$ cat src/common/gpio_port_map.svh
`ifndef GPIO_PORT_MAP_SVH
`define GPIO_PORT_MAP_SVH

// Pin count and reset values
`define GPIO_PIN_COUNT 9
`define GPIO_FUNC_RESET 9'h000
`define GPIO_DIR_RESET 9'h000
`define GPIO_DATA_RESET 9'h000
`define GPIO_ALT_RESET 9'h000

// Fixed pin positions of alternate signals
`define GPIO_PIN_LINK_UP 4
`define GPIO_PIN_HOTPLUG 5
`define GPIO_PIN_EXPANDER 8
`define GPIO_PART_COUNT 4

// Sampling interval
`define GPIO_SAMPLE_NS 128
`define GPIO_CLK_NS 10

`endif

$ cat src/common/gpio_port_pkg.sv
package gpio_port_pkg;
    // Pin modes as decoded from function select and direction
    typedef enum logic [2:0] {
        mode_input_type_e = 3'b001,
        mode_output_type_e = 3'b010,
        mode_alt_type_e = 3'b100
    } pin_mode_type;

    // Alternate output signals presented by the switch core
    typedef struct packed {
        logic hotplug_event_out_n;
        logic port0_link_active_n;
        logic port0_link_up_n;
    } alt_outputs_type;

    // Alternate input signals delivered to the switch core
    typedef struct packed {
        logic [3:0] partition_reset_n;
        logic expander_interrupt_n;
    } alt_inputs_type;
endpackage : gpio_port_pkg

$ cat src/core/gpio_port.sv
// Functional notes
// - Nine pins, each a general input, general output or alternate function.
// - Fundamental reset returns every pin to general input with its driver off.
// - Pin inputs are synchronised and sampled no faster than once per 128 ns.
// - Each pin owns one function-select, one direction and one data bit.
// - Function 0/direction 0 is input, 0/1 is output, function 1 is alternate.
// - A general input pin is sampled into its data bit.
// - Reading data returns the sampled pin level in every mode.
// - A general output pin drives its stored data bit.
// - A per-pin alternate select chooses which alternate signal is connected.
// - Pins 0-3 partition resets alt 0, pin 4 link-up alt 1, pin 5 event alt 0 / link-active alt 1, pin 8 expander interrupt alt 0.
// - In alternate mode the pin direction follows the selected signal.
// - An unrouted alternate input is held at its inactive level.
// - A low partition reset input starts a fundamental reset of that partition.
// - Alternate outputs are hot-plug event, link-active low and link-up low.
`timescale 1ns/1ps
`include "gpio_port_map.svh"

module gpio_port
    import gpio_port_pkg::*;
#(
    parameter int PIN_COUNT = `GPIO_PIN_COUNT
) (
    input wire logic clk_sys_in,
    input wire logic arst_n_in,
    input wire logic [PIN_COUNT-1:0] pin_function_select_in,
    input wire logic [PIN_COUNT-1:0] pin_direction_config_in,
    input wire logic [PIN_COUNT-1:0] alt_function_select_in,
    input wire logic config_write_in,
    input wire logic [PIN_COUNT-1:0] pin_data_wdata_in,
    input wire logic pin_data_write_in,
    input wire gpio_port_pkg::alt_outputs_type alt_outputs_in,
    input wire logic [PIN_COUNT-1:0] pin_in,
    output logic [PIN_COUNT-1:0] pin_out,
    output logic [PIN_COUNT-1:0] pin_oe_out,
    output logic [PIN_COUNT-1:0] pin_data_out,
    output logic [PIN_COUNT-1:0] pin_function_select_out,
    output logic [PIN_COUNT-1:0] pin_direction_config_out,
    output logic [PIN_COUNT-1:0] alt_function_select_out,
    output gpio_port_pkg::alt_inputs_type alt_inputs_out,
    output logic [`GPIO_PART_COUNT-1:0] partition_reset_req_out
);
    import gpio_port_pkg::*;

    localparam int SAMPLE_NS = `GPIO_SAMPLE_NS;
    localparam int CLK_NS = `GPIO_CLK_NS;
    // Least time rounds up to whole cycles
    localparam int SAMPLE_CYCLES = (SAMPLE_NS + CLK_NS - 1) / CLK_NS;

    // Refused at elaboration: the alternate map is wired to fixed pin numbers
    if (PIN_COUNT != 9) begin : g_bad_pin_count
        $error("PIN_COUNT must be 9: alternate map is fixed");
    end

    // Configuration registers, reset to all inputs
    logic [PIN_COUNT-1:0] func_ff;
    logic [PIN_COUNT-1:0] dir_ff;
    logic [PIN_COUNT-1:0] alt_ff;
    logic [PIN_COUNT-1:0] wdata_ff;
    logic [PIN_COUNT-1:0] sample_ff;
    logic [PIN_COUNT-1:0] sync1_ff;
    logic [PIN_COUNT-1:0] sync2_ff;
    logic [PIN_COUNT-1:0] sync3_ff;
    logic [PIN_COUNT-1:0] stable_ff;
    logic sample_en;

    // Mode decode per pin
    function automatic pin_mode_type mode_of(input logic func, input logic dir);
        if (func) begin
            return mode_alt_type_e;
        end
        return dir ? mode_output_type_e : mode_input_type_e;
    endfunction : mode_of

    // Alternate signal is an output on this pin with this select
    function automatic logic alt_is_output(input int pin, input logic sel);
        if (pin == `GPIO_PIN_LINK_UP) begin
            return sel;
        end
        if (pin == `GPIO_PIN_HOTPLUG) begin
            return 1'b1;
        end
        return 1'b0;
    endfunction : alt_is_output

    // Level driven for an alternate output
    function automatic logic alt_level(input int pin, input logic sel, input alt_outputs_type ao);
        if (pin == `GPIO_PIN_LINK_UP) begin
            return ao.port0_link_up_n;
        end
        if (pin == `GPIO_PIN_HOTPLUG) begin
            return sel ? ao.port0_link_active_n : ao.hotplug_event_out_n;
        end
        return 1'b1;
    endfunction : alt_level

    gpio_sample_strobe #(
        .PERIOD_CYCLES(SAMPLE_CYCLES)
    ) u_strobe (
        .clk_sys_in(clk_sys_in),
        .arst_n_in(arst_n_in),
        .strobe_out(sample_en)
    );

    // Configuration and stored data writes
    always_ff @(posedge clk_sys_in or negedge arst_n_in) begin
        if (!arst_n_in) begin
            func_ff <= `GPIO_FUNC_RESET;
            dir_ff <= `GPIO_DIR_RESET;
            alt_ff <= `GPIO_ALT_RESET;
            wdata_ff <= `GPIO_DATA_RESET;
        end else begin
            if (config_write_in) begin
                func_ff <= pin_function_select_in;
                dir_ff <= pin_direction_config_in;
                alt_ff <= alt_function_select_in;
            end
            if (pin_data_write_in) begin
                wdata_ff <= pin_data_wdata_in;
            end
        end
    end

    // Three-stage synchroniser; a change counts once stages two and three agree
    always_ff @(posedge clk_sys_in or negedge arst_n_in) begin
        if (!arst_n_in) begin
            sync1_ff <= '0;
            sync2_ff <= '0;
            sync3_ff <= '0;
            stable_ff <= '0;
        end else begin
            sync1_ff <= pin_in;
            sync2_ff <= sync1_ff;
            sync3_ff <= sync2_ff;
            stable_ff <= (sync2_ff & sync3_ff) | (stable_ff & (sync2_ff | sync3_ff));
        end
    end

    // Sampled level only moves on the strobe, in every mode
    always_ff @(posedge clk_sys_in or negedge arst_n_in) begin
        if (!arst_n_in) begin
            sample_ff <= '0;
        end else if (sample_en) begin
            sample_ff <= stable_ff;
        end
    end

    // Per-pin drive and enable
    logic [PIN_COUNT-1:0] nxt_pin;
    logic [PIN_COUNT-1:0] nxt_oe;
    always_comb begin
        nxt_pin = '0;
        nxt_oe = '0;
        for (int i = 0; i < PIN_COUNT; i++) begin
            case (mode_of(func_ff[i], dir_ff[i]))
                mode_output_type_e: begin
                    nxt_oe[i] = 1'b1;
                    nxt_pin[i] = wdata_ff[i];
                end
                mode_alt_type_e: begin
                    nxt_oe[i] = alt_is_output(i, alt_ff[i]);
                    nxt_pin[i] = alt_level(i, alt_ff[i], alt_outputs_in);
                end
                default: begin
                    nxt_oe[i] = 1'b0;
                    nxt_pin[i] = 1'b0;
                end
            endcase
        end
    end

    // Alternate inputs, held inactive high unless routed
    alt_inputs_type nxt_alt_in;
    always_comb begin
        for (int p = 0; p < `GPIO_PART_COUNT; p++) begin
            nxt_alt_in.partition_reset_n[p] = (func_ff[p] && !alt_ff[p]) ? sample_ff[p] : 1'b1;
        end
        nxt_alt_in.expander_interrupt_n = (func_ff[`GPIO_PIN_EXPANDER] && !alt_ff[`GPIO_PIN_EXPANDER])
            ? sample_ff[`GPIO_PIN_EXPANDER] : 1'b1;
    end

    // Registered outputs
    always_ff @(posedge clk_sys_in or negedge arst_n_in) begin
        if (!arst_n_in) begin
            pin_out <= '0;
            pin_oe_out <= '0;
            pin_data_out <= '0;
            pin_function_select_out <= '0;
            pin_direction_config_out <= '0;
            alt_function_select_out <= '0;
            alt_inputs_out <= '1;
            partition_reset_req_out <= '0;
        end else begin
            pin_out <= nxt_pin;
            pin_oe_out <= nxt_oe;
            pin_data_out <= sample_ff;
            pin_function_select_out <= func_ff;
            pin_direction_config_out <= dir_ff;
            alt_function_select_out <= alt_ff;
            alt_inputs_out <= nxt_alt_in;
            partition_reset_req_out <= ~nxt_alt_in.partition_reset_n;
        end
    end

    // Checks
    a_reset_all_inputs: assert property (@(posedge clk_sys_in) $rose(arst_n_in) |-> pin_oe_out == '0)
        else $error("pins driven right after reset");
    a_output_drives_data: assert property (@(posedge clk_sys_in) disable iff (!arst_n_in)
        (!func_ff[0] && dir_ff[0]) |=> (pin_oe_out[0] && pin_out[0] == $past(wdata_ff[0])))
        else $error("output pin not driving data");
    a_input_not_driven: assert property (@(posedge clk_sys_in) disable iff (!arst_n_in)
        (!func_ff[1] && !dir_ff[1]) |=> !pin_oe_out[1])
        else $error("input pin driven");
    a_sample_on_strobe: assert property (@(posedge clk_sys_in) disable iff (!arst_n_in)
        !sample_en |=> $stable(sample_ff))
        else $error("sample moved without strobe");
    a_unrouted_held_high: assert property (@(posedge clk_sys_in) disable iff (!arst_n_in)
        !func_ff[0] |=> alt_inputs_out.partition_reset_n[0])
        else $error("unrouted partition reset not high");
    a_partition_reset_req: assert property (@(posedge clk_sys_in) disable iff (!arst_n_in)
        (func_ff[2] && !alt_ff[2] && !sample_ff[2]) |=> partition_reset_req_out[2])
        else $error("partition reset not requested");
    a_alt_hotplug_dir: assert property (@(posedge clk_sys_in) disable iff (!arst_n_in)
        func_ff[`GPIO_PIN_HOTPLUG] |=> pin_oe_out[`GPIO_PIN_HOTPLUG])
        else $error("hot-plug alternate not driven");
    a_data_reads_pin: assert property (@(posedge clk_sys_in) disable iff (!arst_n_in)
        sample_en |=> ##1 pin_data_out == $past(stable_ff, 2))
        else $error("data does not show pin level");
endmodule : gpio_port

$ cat src/core/gpio_sample_strobe.sv
`timescale 1ns/1ps
`include "gpio_port_map.svh"

// Free-running divider giving one-cycle sample strobes
module gpio_sample_strobe #(
    parameter int PERIOD_CYCLES = 13
) (
    input wire logic clk_sys_in,
    input wire logic arst_n_in,
    output logic strobe_out
);
    localparam int CW = $clog2(PERIOD_CYCLES + 1);
    logic [CW-1:0] count_ff;
    logic [CW-1:0] nxt_count;
    logic wrap;

    // Refused at elaboration: a zero period has no wrap point
    if (PERIOD_CYCLES < 1) begin : g_bad_period
        $error("PERIOD_CYCLES must be at least one");
    end

    // Wrap at the end of the period
    assign wrap = (count_ff == CW'(PERIOD_CYCLES - 1));
    assign nxt_count = wrap ? '0 : count_ff + CW'(1);

    // Counter and strobe flop
    always_ff @(posedge clk_sys_in or negedge arst_n_in) begin
        if (!arst_n_in) begin
            count_ff <= '0;
            strobe_out <= 1'b0;
        end else begin
            count_ff <= nxt_count;
            strobe_out <= wrap;
        end
    end
endmodule : gpio_sample_strobe

$ cat config.mk
export PLATFORM = sky130hd
export DESIGN_NAME = gpio_port
export DESIGN_NICKNAME = d
export VERILOG_FILES = /design/src/common/gpio_port_pkg.sv /design/src/core/gpio_port.sv /design/src/core/gpio_sample_strobe.sv
export VERILOG_INCLUDE_DIRS = /design/src /design/src/common
export SDC_FILE = /design/constraint.sdc
export NUM_CORES = 1
export LEC_CHECK = 0
export ABC_AREA = 0
export BUFFER_PORTS_ARGS = -buffer_cell sky130_fd_sc_hd__buf_2
export CORE_MARGIN = 2
export CORE_UTILIZATION = 50
export CTS_CLUSTER_DIAMETER = 120
export CTS_CLUSTER_SIZE = 12
export DETAILED_ROUTE_END_ITERATION = 12
export GPL_TIMING_DRIVEN = 0
export PLACE_DENSITY = 0.75
export SKIP_CTS_REPAIR_TIMING = 1
export SLEW_MARGIN = 20
export SYNTH_ARGS = -nofsm -noshare
export SYNTH_HDL_FRONTEND = slang
export SYNTH_SLANG_ARGS = --single-unit
$ cat constraint.sdc
create_clock -name clk_sys_in -period 2.8 [get_ports clk_sys_in]
set_clock_uncertainty 0.15 [all_clocks]
set_input_delay 0.56 -clock clk_sys_in [delete_from_list [all_inputs] [get_ports clk_sys_in]]
set_output_delay 0.56 -clock clk_sys_in [all_outputs]
set_load 0.1 [all_outputs]
==> impl_metrics.yaml <==
route:
  drt_iter0_drc: 83
  wl_per_cell_um: 15.0
  drt-total-wl_um: 8120
  vias: 2521
  dr.pass1.iters: 4
  vias_per_cell: 4.67
  drc: 0
  antenna_left: 0
logic_synthesis:
  synthArstFlopShare_pct: 100
  netlist_area_um2: 4760
  synth_cell_types: 21
  yosysWarnings: 0
  synth_edf_count: 0
  ys_seq_area_share_pct: 78.5
  syn_avg_cell_area_um2: 18.5
  synth_seq_cells: 149
  postSynthCellCount: 257
  ys.flop_type: "dfrtp_1"
  synthesis.nets: 311
critical_path:
  critPathLaunchType: "flip-flop"
  crit_path_max_fanout: 1
  cpMaxStageDelayCell: "dfstp_2"
  crit_required_ps: 2090
  critPathMaxStageDelay_ps: 520
  end_kind: "output port"
  critPathBufInv: 1
  r2r_slack_ps: 1500
  crit_family: "flip-flops"
  path_cells: "buf_2"
  critPathArrivalTime_ps: 1440
  crit_type: "flip-flop to output port"
timing:
  tightest_slew_ps: 511
  final_hold_viol_count: 0
  setup_tns_ps: 0
  rsz0062_at_grt: "false"
  fmax_ghz: 0.465
  slew_violations: 0
  final.min_clock_period_ps: 2150
  finalSetupViolations: 0
  fin_crit_sh_pct: 76.8
  layout_setup_ws_ps: 649
  slew_headroom_pct: 66.2
cts:
  cts_buffers: 17
  clock_latency_ps: 500
  clkSinkCount: 149
  clock_path_buffers: 2
  clockRootBuffer: "clkbuf_8"
  cts.htree.levels: 4
  path_clk_slew_ps: 60
  cts_tree: "yes"
place:
  dpl.hpwl_um: 5430
  post_dp_cell_area_um2: 5520
  dp_cells: 499
  pre_cts_ws_ps: 1170
  place.gp.congestion: 0.724
  io_buffers: 112
global_route:
  grt_usage_pct: 16.9
  antenna_found_initial: 0
  grt_remaining_overflow: 0
  grt_max_degree: 97
  grt_pass1_vias: 2591
  grt_pass1_wl_um: 12900
power_and_ir_drop:
  leakagePower_nw: 3.01
  peakVddDrop_v: 0.000587
  power_per_cell_area_nw_per_um2: 940
cells_and_area:
  stdcell_count: 540
  syn_to_final_growth_pct: 31.2
  nFillCells: 649
  final_cell_mix: "dfrtp_1 (144), buf_2 (113), mux2_2 (27), mux2_4 (20), clkbuf_16 (16)"
  layout.nets: 452
  final_common_cell: "dfrtp_1"
  drive_gt1_share_pct: 49.4
  fin_area_um2: 6240
  antenna_cells: 0
floorplan:
  start_util_pct: 51.5
  core-area_um2: 9240
  boundaryPins: 115
  chipHeight_um: 102
  dieArea_um2: 10300
  die_w_um: 102
  rows: 35
run_status:
  outcome: "completed"
hold_path:
  hp-class: "input port to flip-flop"
flow_run:
  drv_cap: 0
==> power by group <==
| part | leakage [nW] | total, mW | internal, mW | switching [mW] |
|---|---|---|---|---|
| combinational | 0.959 | 1.05 | 0.208 | 0.840 |
| sequential | 1.75 | 2.44 | 2.35 | 0.0961 |
| clock | 0.303 | 2.37 | 1.51 | 0.863 |
==> synth_stat cells (2+ instances only) <==
cell / instances / area [um^2]
a21o_1: 7 / 52.6
and2_1: 4 / 25.0
buf_2: 2 / 10.0
buf_6: 3 / 33.8
dfrtp_1: 144 / 3600
dfstp_2: 5 / 131
ha_1: 2 / 25.0
inv_1: 3 / 11.3
maj3_1: 9 / 90.1
mux2_2: 27 / 304
mux2_4: 20 / 300
mux2i_1: 2 / 20.0
nand2_1: 9 / 33.8
nor2_1: 6 / 22.5
nor2b_1: 8 / 50.1
==> logic make-up after synthesis <==
group                      count (synthesis)  synth area share (%)
buffers and inverters                      8                  1.16
AOI/OAI and AO/OA                         10                  1.53
and+or+nand+nor                           30                  3.24
adders and majority gates                 11                  2.42
DFF                                      149                  78.5
muxes                                     49                  13.1
==> area by class of cell <==
class | instances | area [um^2] | area share, %
sequential | 149 | 3730 | 59.8
buffer | 5 | 43.8 | 0.702
multi-input combinational | 100 | 966 | 15.5
tap | 129 | 161 | 2.59
clock inverter | 13 | 194 | 3.11
clock buffer | 19 | 442 | 7.08
inverter | 3 | 11.3 | 0.180
timing repair buffer | 122 | 688 | 11.0
==> stage by stage <==
stage / hold WS (ps) / util (%) / total power [mW]
floorplan: 114 / - / 3.29
global placement: 184 / 59.3 / 3.50
detailed placement: 187 / 59.7 / 3.53
CTS: -196 / 66.6 / 5.92
global route: 0.887 / 67.5 / 6.09
finish: 20.7 / 67.5 / 5.86
==> per-layer routing <==
| layer | vias up | global-route usage, % | part of all wire (%) |
|---|---|---|---|
| li1 | 1145 | - | - |
| met1 | 1298 | 21.7 | 41 |
| met2 | 76 | 26.9 | 53 |
| met3 | 2 | 5.73 | 5.3 |
| met4 | 0 | 6.55 | 0.59 |
| met5 | - | 0 | 0 |
==> registers in the layout, summed over array words and instances (netlist names) <==
name and flops:
pin_function_select_out 9, sync3_ff 9, u_strobe.count_ff 4, partition_reset_req_out 4, dir_ff 9, func_ff 9
pin_data_out 9, pin_direction_config_out 9, stable_ff 9, sync1_ff 9, sync2_ff 9, sample_ff 9
alt_function_select_out 9, wdata_ff 9, alt_inputs_out 5, pin_out 9, pin_oe_out 9, alt_ff 9
u_strobe.strobe_out 1
==> worst paths after layout <==
check                                               startpoint                        endpoint  depth (start not counted)
worst max register to register  u_strobe.count_ff[0]$_DFF_PN0_  u_strobe.count_ff[3]$_DFF_PN0_                          4
worst min-delay path                                 pin_in[0]           sync1_ff[0]$_DFF_PN0_                          1
worst max-delay path               alt_inputs_out[2]$_DFF_PN1_               alt_inputs_out[2]                          1
min in group asynchronous                            arst_n_in           sync1_ff[7]$_DFF_PN0_                          2
max in group asynchronous                            arst_n_in     alt_inputs_out[3]$_DFF_PN1_                          3
worst min register to register           sync1_ff[5]$_DFF_PN0_           sync2_ff[5]$_DFF_PN0_                          0
Note: power is estimated with default switching activity, not from simulation.
